## config.mk

```make
export PLATFORM = sky130hd
export DESIGN_NAME = dio_direct_immediate_decode
export DESIGN_NICKNAME = d
export VERILOG_FILES = /design/src/dio_pkg.sv /design/src/dio_direct_immediate_decode.sv
export SDC_FILE = /design/constraint.sdc
export NUM_CORES = 1
export LEC_CHECK = 0
export BUFFER_PORTS_ARGS = -buffer_cell sky130_fd_sc_hd__clkbuf_2
export CORE_MARGIN = 2
export CORE_UTILIZATION = 49
export DETAILED_ROUTE_END_ITERATION = 6
export PLACE_DENSITY_LB_ADDON = 0.15
export SLEW_MARGIN = 20
export SYNTH_ARGS = -nofsm -noshare
export SYNTH_HDL_FRONTEND = slang
export SYNTH_SLANG_ARGS = --single-unit
```

## constraint.sdc

```tcl
create_clock -name mclk -period 2.22 [get_ports mclk]
set_input_delay 0.444 -clock mclk [delete_from_list [all_inputs] [get_ports mclk]]
set_output_delay 0.444 -clock mclk [all_outputs]
set_load 0.01 [all_outputs]
```

## src/dio_pkg.sv

```systemverilog
// constants and types for the direct/immediate operand decoder
// assumes a 16-bit instruction stream and a classic Wishbone register port
package dio_pkg;
   localparam int          WORD_W        = 16;
   localparam int          PAGE_W        = 9;
   localparam int          OFFSET_W      = 7;
   localparam int          PAGE_WORDS    = 128;
   localparam int          PAGE_COUNT    = 512;
   // instruction word fields
   localparam int          MODE_BIT      = 7;
   localparam int          OPC_LSB       = 8;
   localparam int          OPC_W         = 8;
   localparam int          SHIFT_W       = 4;
   localparam logic        MODE_DIRECT   = 1'b0;
   // opcode patterns
   localparam logic [7:0]  REPEAT_OPC    = 8'hBB;   // 8-bit constant in bits 7:0
   localparam logic [6:0]  LOAD_PAGE_OPC = 7'h5E;   // 9-bit constant in bits 8:0
   localparam logic [2:0]  MPY_IMM_OPC   = 3'h6;    // 13-bit constant in bits 12:0
   localparam logic [11:0] ADD_LONG_OPC  = 12'hBF9; // shift in bits 3:0, constant follows
   localparam logic [7:0]  ADD_SH16_OPC  = 8'h61;   // add with shift of 16, direct operand
   localparam logic [7:0]  ADD_CARRY_OPC = 8'h60;   // add with carry, no shift
   // register map (byte offsets)
   localparam logic [7:0]  STATUS0_OFS   = 8'h00;
   localparam logic [7:0]  LASTADDR_OFS  = 8'h04;
   localparam logic [6:0]  STATUS0_HI_RST = 7'h00;
   typedef enum logic [2:0] {
      DIO_CLS_DIRECT,
      DIO_CLS_INDIRECT,
      DIO_CLS_SHORT8,
      DIO_CLS_SHORT9,
      DIO_CLS_SHORT13,
      DIO_CLS_LONG
   } dio_class_t;
   typedef enum logic {
      DIO_SEQ_OPCODE,
      DIO_SEQ_LONGWORD
   } dio_seq_t;
endpackage

```

## src/dio_direct_immediate_decode.sv

```systemverilog
// direct and immediate operand decoder with data-page pointer
// fed by the fetch stage one word per insnValid pulse; addresses go to the data bus path
// Overview of operation
// - short constants of 8, 9, 13 bits
// - short-immediate takes one word, no fetch
// - long-immediate constant from second latched word
// - long constant passed through unchanged
// - data space is 512 pages of 128
// - page selected by 9-bit pointer field
// - bit 7 zero selects direct addressing
// - bit 7 one hands off to indirect
// - bits 15:8 give type and shift; shiftAmount is decoded for direct words except 0x6x and, from bits 3:0, for long opcodes, and reads zero for indirect words
// - bits 6:0 give offset in page
// - address is pointer above seven offset bits
// - reset leaves page pointer untouched
// - page load writes only the pointer field
// - shift-by-16 is its own opcode
// - no-shift ops use all eight bits
//
// Our own choices: the register addresses and register access over Wishbone.
`timescale 1ns/1ps
`default_nettype none
module dio_direct_immediate_decode
   import dio_pkg::*;
(
   input  wire logic              mclk,
   input  wire logic              resetn,
   input  wire logic [WORD_W-1:0] insnWord,
   input  wire logic              insnValid,
   output logic      [WORD_W-1:0] operand,
   output logic                   operandValid,
   output logic                   operandLong,
   output logic                   secondWordPending,
   output logic      [WORD_W-1:0] dataAddr,
   output logic                   dataAddrValid,
   output logic                   indirectValid,
   output logic      [6:0]        indirectField,
   output logic      [OPC_W-1:0]  opcodeField,
   output logic      [SHIFT_W-1:0] shiftAmount,
   output logic                   shiftBy16,
   output logic                   noShiftOp,
   output logic                   pageLoad,
   input  wire logic              wb_cyc_i,
   input  wire logic              wb_stb_i,
   input  wire logic              wb_we_i,
   input  wire logic [7:0]        wb_adr_i,
   input  wire logic [3:0]        wb_sel_i,
   input  wire logic [31:0]       wb_dat_i,
   output logic      [31:0]       wb_dat_o,
   output logic                   wb_ack_o
);

   // decode priority, highest first:
   //   long-immediate opcode (its constant follows in the next word)
   //   8-bit short constant
   //   9-bit short constant, which is also the page load
   //   13-bit short constant
   //   bit 7 set: indirect, handed to the auxiliary register path
   //   anything else: direct, offset in the low seven bits
   // the opcode patterns do not overlap one another, but all of them must be
   // tested before the bit 7 test, which any of their words could also pass

   function automatic dio_class_t classify(input logic [WORD_W-1:0] w);
      dio_class_t c;
      c = DIO_CLS_DIRECT;
      if (w[15:4] == ADD_LONG_OPC)
         c = DIO_CLS_LONG;
      else if (w[15:8] == REPEAT_OPC)
         c = DIO_CLS_SHORT8;
      else if (w[15:9] == LOAD_PAGE_OPC)
         c = DIO_CLS_SHORT9;
      else if (w[15:13] == MPY_IMM_OPC)
         c = DIO_CLS_SHORT13;
      else if (w[MODE_BIT] != MODE_DIRECT)
         c = DIO_CLS_INDIRECT;
      return c;
   endfunction

   logic [WORD_W-1:0]   instruction_word_latch;
   logic [PAGE_W-1:0]   data_page_pointer;
   logic [6:0]          statusHigh;
   dio_seq_t            seqState;
   dio_class_t          wordClass;
   logic                acceptOpcode;
   logic                acceptLong;
   logic                busWrite;
   logic                busRead;
   logic                statusSel;
   logic                loadPageInsn;
   logic [WORD_W-1:0]   status_word_zero;

   assign wordClass        = classify(insnWord);
   assign acceptOpcode     = insnValid && (seqState == DIO_SEQ_OPCODE);
   assign acceptLong       = insnValid && (seqState == DIO_SEQ_LONGWORD);
   assign loadPageInsn     = acceptOpcode && (wordClass == DIO_CLS_SHORT9);
   // a write lands at the edge where the master sees ack high, so a master
   // that gives up before ack never leaves a half-done write behind
   assign busWrite         = wb_cyc_i && wb_stb_i && wb_we_i && wb_ack_o;
   // read data is loaded one edge early so that it stands with ack
   assign busRead          = wb_cyc_i && wb_stb_i && !wb_we_i && !wb_ack_o;
   assign statusSel        = (wb_adr_i == STATUS0_OFS);
   assign status_word_zero = {statusHigh, data_page_pointer};

   // fetch sequencing: a long-immediate opcode claims the following word
   // the word after a long opcode is never decoded; a constant that happens
   // to look like an opcode must not start a new instruction
   always_ff @(posedge mclk or negedge resetn) begin
      if (!resetn) begin
         seqState <= DIO_SEQ_OPCODE;
      end else begin
         case (seqState)
            DIO_SEQ_OPCODE: begin
               if (acceptOpcode && wordClass == DIO_CLS_LONG)
                  seqState <= DIO_SEQ_LONGWORD;
            end
            DIO_SEQ_LONGWORD: begin
               if (acceptLong)
                  seqState <= DIO_SEQ_OPCODE;
            end
            default: seqState <= DIO_SEQ_OPCODE;
         endcase
      end
   end


   // copy of the last word taken, kept for whoever debugs the pipeline
   always_ff @(posedge mclk or negedge resetn) begin
      if (!resetn)
         instruction_word_latch <= '0;
      else if (insnValid)
         instruction_word_latch <= insnWord;
   end


   // level seen by the fetch stage: the next word is a constant, not an opcode
   always_ff @(posedge mclk or negedge resetn) begin
      if (!resetn)
         secondWordPending <= 1'b0;
      else if (acceptOpcode)
         secondWordPending <= (wordClass == DIO_CLS_LONG);
      else if (acceptLong)
         secondWordPending <= 1'b0;
   end


   // immediate operands
   // short constants are zero-extended; the long constant is passed on
   // untouched so that the consumer may read it signed or unsigned
   // operand holds its value between pulses; only operandValid marks news
   always_ff @(posedge mclk or negedge resetn) begin
      if (!resetn) begin
         operand      <= '0;
         operandValid <= 1'b0;
         operandLong  <= 1'b0;
      end else begin
         operandValid <= 1'b0;
         if (acceptLong) begin
            operand      <= insnWord;
            operandValid <= 1'b1;
            operandLong  <= 1'b1;
         end else if (acceptOpcode) begin
            operandLong <= 1'b0;
            case (wordClass)
               DIO_CLS_SHORT8: begin
                  operand      <= {8'h00, insnWord[7:0]};
                  operandValid <= 1'b1;
               end
               DIO_CLS_SHORT9: begin
                  operand      <= {7'h00, insnWord[8:0]};
                  operandValid <= 1'b1;
               end
               DIO_CLS_SHORT13: begin
                  operand      <= {3'h0, insnWord[12:0]};
                  operandValid <= 1'b1;
               end
               default: operandValid <= 1'b0;
            endcase
         end
      end
   end


   // opcode field and shift decoding
   // shift of 16 has no field of its own: it is carried by the whole top byte
   // the 0x6x opcodes carry no shift nibble, so their amount reads as zero
   always_ff @(posedge mclk or negedge resetn) begin
      if (!resetn) begin
         opcodeField <= '0;
         shiftAmount <= '0;
         shiftBy16   <= 1'b0;
         noShiftOp   <= 1'b0;
      end else if (acceptOpcode) begin
         opcodeField <= insnWord[OPC_LSB +: OPC_W];
         shiftBy16   <= (insnWord[15:8] == ADD_SH16_OPC);
         noShiftOp   <= (insnWord[15:8] == ADD_CARRY_OPC);
         if (wordClass == DIO_CLS_LONG)
            shiftAmount <= insnWord[3:0];
         else if (wordClass == DIO_CLS_DIRECT && insnWord[15:12] != 4'h6)
            shiftAmount <= insnWord[11:8];
         else
            shiftAmount <= '0;
      end
   end


   // direct address formation and indirect hand-off
   // 512 pages of 128 words: nine pointer bits above seven offset bits
   // cover the whole 64K data space with no gap and no overlap
   // the pointer in use is the one already latched; a page load in the
   // same cycle as a direct word cannot happen, both need an opcode slot
   always_ff @(posedge mclk or negedge resetn) begin
      if (!resetn) begin
         dataAddr      <= '0;
         dataAddrValid <= 1'b0;
         indirectValid <= 1'b0;
         indirectField <= '0;
      end else begin
         dataAddrValid <= 1'b0;
         indirectValid <= 1'b0;
         if (acceptOpcode && wordClass == DIO_CLS_DIRECT) begin
            dataAddr      <= {data_page_pointer, insnWord[OFFSET_W-1:0]};
            dataAddrValid <= 1'b1;
         end
         if (acceptOpcode && wordClass == DIO_CLS_INDIRECT) begin
            indirectField <= insnWord[6:0];
            indirectValid <= 1'b1;
         end
      end
   end


   // page pointer has no reset and holds until rewritten
   // software must load it before the first direct access; until then the
   // upper nine address bits are unknown
   // the page load instruction wins over a bus write in the same cycle
   always_ff @(posedge mclk) begin
      if (loadPageInsn)
         data_page_pointer <= insnWord[PAGE_W-1:0];
      else if (busWrite && statusSel) begin
         if (wb_sel_i[0])
            data_page_pointer[7:0] <= wb_dat_i[7:0];
         if (wb_sel_i[1])
            data_page_pointer[8] <= wb_dat_i[8];
      end
   end


   // the rest of the status word resets; a page load never touches it
   always_ff @(posedge mclk or negedge resetn) begin
      if (!resetn)
         statusHigh <= STATUS0_HI_RST;
      else if (busWrite && statusSel && wb_sel_i[1])
         statusHigh <= wb_dat_i[15:9];
   end


   // one-cycle report that the pointer was written by either path
   always_ff @(posedge mclk or negedge resetn) begin
      if (!resetn)
         pageLoad <= 1'b0;
      else
         pageLoad <= loadPageInsn || (busWrite && statusSel && (wb_sel_i[1:0] != 2'b00));
   end


   // wishbone slave: ack one cycle after the strobe, dropped the cycle after
   // unmapped addresses are still acked so a stray access cannot hang the bus
   always_ff @(posedge mclk or negedge resetn) begin
      if (!resetn)
         wb_ack_o <= 1'b0;
      else
         wb_ack_o <= wb_cyc_i && wb_stb_i && !wb_ack_o;
   end


   // read data: loaded on the first strobe cycle, held until the next read
   always_ff @(posedge mclk or negedge resetn) begin
      if (!resetn) begin
         wb_dat_o <= '0;
      end else if (busRead) begin
         case (wb_adr_i)
            STATUS0_OFS:  wb_dat_o <= {16'h0000, status_word_zero};
            LASTADDR_OFS: wb_dat_o <= {15'h0000, secondWordPending, dataAddr};
            default:      wb_dat_o <= '0;
         endcase
      end
   end

   // limitation: the page pointer reads back unknown after power-up
   // until software or a page load instruction has written it
endmodule
`default_nettype wire

```

==> results of run 1 <==
[sequential cells by signal, indices dropped and copies added, names as in the netlist, 4 cells and up]
name / count
statusHigh: 7
operand: 16
wb_dat_o: 17
opcodeField: 8
data_page_pointer: 9
shiftAmount: 4
indirectField: 7
dataAddr: 16
[per-stage QoR]
step / utilization / power, uW
global placement: 0.606 / 2630
floorplan: - / 2340
CTS: 0.630 / 3760
finish: 0.630 / 3730
detailed placement: 0.606 / 2650
global route: 0.630 / 3910
[cell families (layout without fill, tap and decap cells)]
group                  after synthesis  count (layout)
AOI/OAI and AO/OA                   60              60
buffers and inverters               42             169
DFF                                 94              94
muxes                               40              40
other                                1              15
and+or+nand+nor                    120             120
[worst max-delay path: stages (launching register included)]
cell and delay [ns]:
dfrtp_1 0.48, and2b_1 0.25, nand2_1 0.07, or3_1 0.37
buf_12 0.18, mux2_1 0.31
[cell usage in the layout (no fill, tap or decap), drive strengths merged, types with 9 or more instances in the layout]
cell,count
dfrtp,85
conb,15
nand2,67
inv,13
nand3,14
clkbuf,132
a22oi,16
mux2,40
edfxtp,9
buf,19
o21ai,10
[power by group through the flow]
stage | registers, uW | clock network [uW] | logic [uW]
detailed placement | 2020 | 0 | 629
global placement | 2010 | 0 | 615
global route | 2010 | 1220 | 679
CTS | 1990 | 1130 | 633
floorplan | 2070 | 0 | 262
finish | 1990 | 1120 | 623
[cells in the mapped netlist (all sizes together)]
cell / instances / area [um^2]
nand4: 7 / 43.8
o21bai: 1 / 7.51
mux2: 40 / 510
nor2b: 4 / 25.0
and3b: 1 / 8.76
a21oi: 1 / 5.00
a21boi: 6 / 45.0
inv: 10 / 37.5
clkbuf: 8 / 30.0
nor3: 3 / 25.0
or4b: 1 / 10.0
or4: 1 / 11.3
nand4bb: 1 / 11.3
nand3: 14 / 70.1
and2b: 1 / 7.51
o31ai: 1 / 7.51
nor4bb: 1 / 10.0
nand3b: 2 / 15.0
a22oi: 16 / 120
a31oi: 6 / 37.5
or3: 2 / 12.5
or2: 1 / 6.26
nor2: 3 / 11.3
a32o: 4 / 40.0
dfrtp: 85 / 2130
nor4: 4 / 70.1
a221o: 4 / 40.0
and2: 1 / 6.26
o211ai: 6 / 45.0
a21bo: 1 / 10.0
o21ai: 10 / 50.0
nor4b: 1 / 15.0
nand2: 67 / 259
a211oi: 1 / 12.5
a21o: 1 / 7.51
edfxtp: 9 / 270
and3: 1 / 6.26
a22o: 1 / 8.76
nand2b: 4 / 27.5
a2bb2oi: 1 / 8.76
conb: 1 / 3.75
buf: 24 / 174
[layer usage]
layer	GRT usage	part of all wire	vias up
met2	0.342	0.48	107
met3	0.0583	0.063	14
met1	0.300	0.44	1626
met4	0.0661	0.018	0
li1	-	-	1513
met5	0	0	-
[final cells by class]
class,count,share of cell area
sequential,94,0.459
clock inverter,7,0.0129
inverter,10,0.00718
timing repair buffer,143,0.154
multi-input combinational,235,0.318
clock buffer,9,0.0237
tap,105,0.0251
[worst min path at each step]
stage	depth (start not counted)	slack, ns	to
after CTS	3	0.28	wb_ack_o
final	2	0.29	statusHigh[4]
after global routing	2	0.29	statusHigh[2]
after detailed placement	1	0.37	wb_dat_o[8]
after global placement	1	0.37	wb_dat_o[8]
after floorplan	0	0.15	dataAddrValid
==> flow_metrics.tcl, run 1 <==
set metrics [dict create \
    outcome "complete, no violations" \
    setup.worst_path.class "flop to flop" \
    area_growth_pct 23.0 \
    worstSetupStartpointType "flop" \
    ff2ff_setup_slack_ns 0.44 \
    pwr-share-comb 0.167 \
    syn_area_per_cell_um2 11.9 \
    route.detailed.drc 0 \
    grt_usage 0.218 \
    clk_root_buffer_cell "clkbuf_8" \
    globalRouteOverflowTotal 0 \
    ir_drop_mv 0.410 \
    die_y_um 97.1 \
    synth-seq-cells 94 \
    cts_hold_buf 1 \
    cts_resized 0 \
    finalSetupTns_ns 0 \
    fin_cells 603 \
    hold_class "input pin to flop" \
    cts_made_buffers 9 \
    die_w_um 97.1 \
    fin_crit_sh 0.800 \
    nFillCells 670 \
    yosysSeqAreaShare 0.564 \
    fin_ws_ns 0.443 \
    via_per_inst 5.41 \
    placed_cell_area_um2 5030 \
    worstPathMaxFanout 17 \
    r2r_start "seqState" \
    switching_share 0.300 \
    drt_wl_total_mm 10.0 \
    postCtsSetupRepairBufs 0 \
    antenna_found_initial 0 \
    grt_start_max_net_pins 41 \
    ant_nets 0 \
    layout-drive-gt1-share 0.414 \
    pwr-share-seq 0.533 \
    syn_area_um2 4250 \
    nets 559 \
    skew_ns 0.0113 \
    p_int_uw 2610 \
    multiInputGateArea_um2 1660 \
    die-area_um2 9440 \
    synth-adder-area-share 0 \
    n_antenna_cell 0 \
    required_ns 2.48 \
    cp-startpoint "seqState" \
    num_rows 33 \
    r2r_end "dataAddr[3]" \
    synthCells 357 \
    holdCritStartpoint "wb_dat_i[13]" \
    final_area_um2 5230 \
    io_buffers 124 \
    wire_per_inst_um 16.7 \
    start_util 0.512 \
    net-switching-power_uw 1120 \
    power_density_nw_per_um2 713 \
    arrival_ns 2.03 \
    maxCapViolCount 0 \
    clk_pin_slew_ns 0.11 \
    rr_worst_depth 5 \
    grt_pass1_vias 3204 \
    grt_pass1_wl_mm 16.4 \
    place_ws_ns 0.0820 \
    core_um2 8300 \
    synth_xor_area_frac 0 \
    dr.pass1.iters 4 \
    hold_viol_final 0 \
    clk_latency_ns 0.37 \
    layout.area.seq_um2 2400 \
    worstMarginPinSlew_ns 0.641 \
    slew_headroom 0.568 \
    cp-end-kind "flop" \
    ys_warn_count 0 \
    fmax_mhz 563 \
    setup_viol 0 \
    finalWeightedCongestion 0.857 \
    p_leak_uw 0.00270 \
    cts_tree "built" \
    cp-endpoint "dataAddr[3]" \
    hpwlAfterDp_mm 7.27 \
    vias 3260 \
    p_clk_frac 0.299 \
    whs_ns 0.293 \
    muxShareOfSynthArea 0.120 \
    finalCriticalPeriod_ns 1.78 \
    rsz0062_at_grt "false" \
    synth_top_family_by_area "simple AND/OR/NAND/NOR gates" \
    synth_compound_area_frac 0.105 \
    synthSimpleGateAreaFrac 0.153 \
    drt_iter0_drc 99 \
    synthDistinctLibCells 52 \
    cts_buffer_depth 2 \
    clock-sinks 94 \
    dp.cells 586 \
    htreeDepth 3 \
    ios 158 \
    slew_violations 0 \
]
Note: power is estimated with default switching activity, not from simulation.
==> run 2, diff against run 1 <==
==> constraint.sdc (replaced) <==
create_clock -name mclk -period 1.8 [get_ports mclk]
set_input_delay 0.36 -clock mclk [delete_from_list [all_inputs] [get_ports mclk]]
set_output_delay 0.36 -clock mclk [all_outputs]
set_load 0.01 [all_outputs]
==> run 2 against run 1 <==
  * The run now ends with hold timing left
  * Sequential power rose by 23%
  * Die area unchanged
  * Maximum frequency increased by 5.5%
  * Highest routed layer unchanged
  * Via count rose by 2.6%
  * Clock skew shrank 0.0032 ns
  * Hold slack got worse by 0.30 ns
  * Non-clock buffer count increased by 22
  * Global-route usage rose by 0.59 points
  * Wire length rose by 2.4%
  * Core utilization rose by 2.4 points
  * Largest power group unchanged
  * Register-to-register slack worse by 0.33 ns
==> flow_metrics.tcl, run 2 (synthesis gave the netlist of run 1 again) <==
set metrics [dict create \
    finalSetupTns_ns 0 \
    cts_buffer_depth 2 \
    drt_iter0_drc 106 \
    slew_violations 0 \
    hpwlAfterDp_mm 7.43 \
    nets 581 \
    slew_headroom 0.595 \
    num_rows 33 \
    wire_per_inst_um 16.5 \
    area_growth_pct 27.6 \
    fin_crit_sh 0.935 \
    postCtsSetupRepairBufs 0 \
    vias 3345 \
    setup.worst_path.class "flop to flop" \
    cts_resized 0 \
    clock-sinks 94 \
    arrival_ns 1.92 \
    dr.pass1.iters 4 \
    worstMarginPinSlew_ns 0.602 \
    die_y_um 97.1 \
    r2r_end "dataAddr[4]" \
    hold_class "input pin to async pin" \
    final_common_cell "clkbuf_2" \
    fmax_mhz 594 \
    layout_common_cells "clkbuf_2, dfrtp_1, nand2_1" \
    r2r_start "seqState" \
    layout-drive-gt1-share 0.442 \
    regMostFlops "wb_dat_o" \
    worstPathMaxFanout 17 \
    net-switching-power_uw 1350 \
    clk_root_buffer_cell "clkbuf_8" \
    htreeDepth 3 \
    nFillCells 655 \
    cp-end-kind "flop" \
    drt_wl_total_mm 10.3 \
    outcome "finished with violations" \
    utilization 0.654 \
    largestRegisters "wb_dat_o: 17 flops, dataAddr: 16 flops, operand: 16 flops" \
    pwr-share-comb 0.175 \
    die-area_um2 9440 \
    required_ns 2.04 \
    antenna_found_initial 0 \
    rr_worst_depth 5 \
    grt_start_max_net_pins 86 \
    clk_pin_slew_ns 0.10 \
    layout.area.seq_um2 2400 \
    pwr-share-seq 0.536 \
    ios 158 \
    grt_usage 0.224 \
    core_um2 8300 \
    p_leak_uw 0.00282 \
    start_util 0.512 \
    cts_hold_buf 0 \
    p_clk_frac 0.289 \
    setup_viol 0 \
    grt_pass1_vias 3417 \
    p_int_uw 3230 \
    violations "hold timing" \
    multiInputGateArea_um2 1670 \
    maxCapViolCount 0 \
    worstSetupStartpointType "flop" \
    via_per_inst 5.35 \
    cts_made_buffers 9 \
    ant_nets 0 \
    route.detailed.drc 0 \
    rsz0062_at_grt "false" \
    cts_tree "built" \
    io_buffers 124 \
    hold_viol_final 1 \
    switching_share 0.295 \
    largest_reg_flops 17 \
    skew_ns 0.00818 \
    power_density_nw_per_um2 844 \
    whs_ns -0.00183 \
    finalCriticalPeriod_ns 1.68 \
    clk_latency_ns 0.36 \
    finalWeightedCongestion 0.813 \
    ir_drop_mv 0.506 \
    grt_pass1_wl_mm 17.0 \
    ff2ff_setup_slack_ns 0.12 \
    die_w_um 97.1 \
    n_antenna_cell 0 \
    globalRouteOverflowTotal 0 \
]
run 2: cell count changes in the layout (fill, tap and decap cells not counted), moves of 2 or more:
cell,change
buf_12,+3
inv_8,-2
clkinv_2,+2
buf_4,+20
clkinv_4,-3
inv_6,+3
run 2: metal layers:
layer,up-vias,GRT usage,share of wire
met5,-,0,0
met1,1650,0.285,0.42
li1,1561,-,-
met3,12,0.0626,0.072
met4,0,0.0639,0.011
met2,122,0.377,0.50
run 2: worst max path at each step:
stage	start	endpoint	slack [ns]	cells after the start
after floorplan	wb_adr_i[5]	data_page_pointer[0]	-0.11	3
after global placement	wb_adr_i[5]	statusHigh[3]	-0.20	5
after detailed placement	wb_adr_i[5]	statusHigh[5]	-0.24	5
after CTS	seqState	seqState	0.09	5
after global routing	seqState	shiftAmount[0]	0.04	5
final	seqState	dataAddr[4]	0.12	5
run 2: power by group through the flow:
stage | combinational (uW) | clock, uW | sequential [uW]
3_5_place_dp | 808 | 0 | 2490
5_1_grt | 879 | 1440 | 2480
6_report | 803 | 1320 | 2450
4_1_cts | 813 | 1360 | 2450
3_3_place_gp | 789 | 0 | 2490
2_1_floorplan | 324 | 0 | 2560
run 2: per-stage QoR:
| stage | instance area [um^2] | power (uW) | cells | setup slack, ns |
|---|---|---|---|---|
| 6_report | 5420 | 4580 | 625 | 0.117 |
| 5_1_grt | 5420 | 4800 | 625 | 0.0419 |
| 4_1_cts | 5420 | 4620 | 625 | 0.0851 |
| 3_5_place_dp | 5250 | 3300 | 609 | -0.238 |
| 3_3_place_gp | 5250 | 3280 | 609 | -0.199 |
| 2_1_floorplan | 4320 | 2880 | 371 | -0.107 |
run 2: final cells by class:
| cell class | instances | area share |
|---|---|---|
| sequential | 94 | 0.442 |
| timing repair buffer | 165 | 0.185 |
| multi-input combinational | 235 | 0.309 |
| inverter | 10 | 0.00692 |
| clock inverter | 7 | 0.00992 |
| tap | 105 | 0.0242 |
| clock buffer | 9 | 0.0228 |
run 2: critical path: stages, from the launching register on:
cell and delay (ns):
dfrtp_1 0.41, and2b_1 0.21, nand2_1 0.07, or3_1 0.37, buf_12 0.19, mux2_1 0.31
==> run 3, diff against run 2 <==
--- a/config.mk
+++ b/config.mk
@@ -10,6 +10,7 @@
 export CORE_UTILIZATION = 49
 export DETAILED_ROUTE_END_ITERATION = 6
 export PLACE_DENSITY_LB_ADDON = 0.15
+export REMOVE_ABC_BUFFERS = 1
 export SLEW_MARGIN = 20
 export SYNTH_ARGS = -nofsm -noshare
 export SYNTH_HDL_FRONTEND = slang
==> run 3 against run 2 <==
  * The flow now finishes without violations
  * Clock skew increased by 0.0035 ns
  * Hold slack gained 0.22 ns
  * Global-route usage rose by 0.72 points
  * Cell count is 0.96% higher
  * Die area is the same
  * Sequential power barely moved
  * Via count grew 0.66%
  * Wire length grew 2.3%
  * Combinational power is 1% higher
  * Power grew 3.1%
==> flow_metrics.tcl, run 3 (synthesis gave the netlist of run 1 again) <==
set metrics [dict create \
    grt_usage 0.231 \
    grt_start_max_net_pins 41 \
    required_ns 1.91 \
    slowest_delay_ns 0.40 \
    r2r_end "data_page_pointer[0]" \
    layout_common_cells "clkbuf_2, dfrtp_1, nand2_1" \
    slew_violations 0 \
    dr.pass1.iters 5 \
    die_w_um 97.1 \
    rr_worst_depth 6 \
    fin_ws_ns 0.0963 \
    worstPathMaxFanout 12 \
    crit_chain "buf_4, inv_1, nand2_1, nor3_2, buf_4, mux2_2" \
    htreeDepth 3 \
    p_leak_uw 0.00285 \
    arrival_ns 1.82 \
    cts_made_buffers 9 \
    hpwlAfterDp_mm 7.75 \
    ff2ff_setup_slack_ns 0.1 \
    crit_top_cell "buf_4" \
    finalWeightedCongestion 0.813 \
    rsz0062_at_grt "false" \
    cts_buffer_depth 2 \
    hold_viol_final 0 \
    clk_pin_slew_ns 0.10 \
    via_per_inst 5.34 \
    die-area_um2 9440 \
    die_y_um 97.1 \
    nFillCells 692 \
    fmax_mhz 587 \
    wire_per_inst_um 16.7 \
    clk_root_buffer_cell "clkbuf_8" \
    cp_top_family "buffers and inverters" \
    cp-endpoint "data_page_pointer[0]" \
    regMostFlops "wb_dat_o" \
    layout-drive-gt1-share 0.447 \
    power_density_nw_per_um2 861 \
    setup_viol 0 \
    finalCriticalPeriod_ns 1.70 \
    nets 587 \
    worstSetupStartpointType "flop" \
    worstMarginPinSlew_ns 0.606 \
    final_common_cell "clkbuf_2" \
    grt_pass1_vias 3442 \
    slowest_stage "dfrtp_1" \
    clk_latency_ns 0.37 \
    route.detailed.drc 0 \
    drt_iter0_drc 128 \
    largestRegisters "wb_dat_o: 17 flops, dataAddr: 16 flops, operand: 16 flops" \
    fin_crit_sh 0.946 \
    ir_drop_mv 0.492 \
    antenna_found_initial 0 \
    cts_tree "built" \
    crit_buf_inv 3 \
    utilization 0.661 \
    io_buffers 124 \
    clock-sinks 94 \
    largest_reg_flops 17 \
    cp.depth 6 \
    place_ws_ns -0.203 \
    postCtsSetupRepairBufs 0 \
    ant_nets 0 \
    slew_headroom 0.593 \
    skew_ns 0.0117 \
    maxCapViolCount 0 \
    setup.worst_path.class "flop to flop" \
    globalRouteOverflowTotal 0 \
    ios 158 \
    core_um2 8300 \
    r2r_start "seqState" \
    n_antenna_cell 0 \
    grt_pass1_wl_mm 17.5 \
    num_rows 33 \
    cp-end-kind "flop" \
    area_growth_pct 29.1 \
    start_util 0.512 \
    hold_class "input pin to flop" \
    whs_ns 0.214 \
    drt_wl_total_mm 10.5 \
    vias 3367 \
    outcome "complete, no violations" \
    cp-startpoint "seqState" \
]
run 3: cell count changes in the layout (fill, tap and decap cells not counted), sizes merged:
cell / previous run / this run
inv: 15 / 13
bufinv: 0 / 1
buf: 42 / 47
dlygate4sd3: 0 / 1
clkinv: 2 / 3
run 3: timing repair:
| item | in CTS | in global routing |
|---|---|---|
| resized for setup | 0 | 1 |
| hold buffers | 1 | 0 |
| endpoints found under the hold margin | 37 | 0 |
| setup endpoints to repair | 0 | 1 |
run 3: area by class of cell:
class                   instances  area [um^2]  area share
repair buffers                171         1040       0.190
inverters                      10         37.5     0.00684
clock buffers                   9          124      0.0226
well taps                     105          131      0.0239
flip-flops and latches         94         2400       0.437
clock inverters                 7         90.1      0.0164
multi-input cells             235         1670       0.304
run 3: worst min-delay path, delay by kind of cell:
family / cells / cell delay (ns)
and+or+nand+nor: 2 / 0.08
buffers and inverters: 1 / 0.10
run 3: worst min-delay path by stage:
stage	from	to	slack (ns)	cells after the start
after floorplan	resetn	dataAddrValid	0.06	0
after global placement	resetn	wb_ack_o	0.37	1
after detailed placement	resetn	wb_ack_o	0.38	1
after CTS	wb_stb_i	wb_ack_o	0.20	3
after global routing	wb_dat_i[13]	statusHigh[4]	0.20	2
final	wb_stb_i	wb_ack_o	0.21	3
run 3: power breakdown:
part	total, uW	internal [uW]	switching, uW	leakage, uW
Sequential	2450	2320	125	0.00117
Clock	1460	673	790	0.000108
Combinational	812	388	424	0.00157
Total	4720	3380	1340	0.00285
run 3: through the flow:
step | cell area, um^2 | setup TNS (ns) | power [uW] | std cells
after floorplan | 4100 | -13.14 | 2840 | 339
after global placement | 5260 | -5.98 | 3280 | 614
after detailed placement | 5260 | -8.07 | 3310 | 614
after CTS | 5490 | 0 | 4780 | 631
after global routing | 5490 | 0 | 4960 | 631
final | 5490 | 0 | 4720 | 631
run 3: metal layers:
| metal | track usage | vias to the layer above | share of wire |
|---|---|---|---|
| met5 | 0 | - | 0 |
| met4 | 0.0715 | 0 | 0.014 |
| met3 | 0.0619 | 12 | 0.061 |
| met2 | 0.383 | 122 | 0.50 |
| met1 | 0.299 | 1661 | 0.43 |
| li1 | - | 1572 | - |
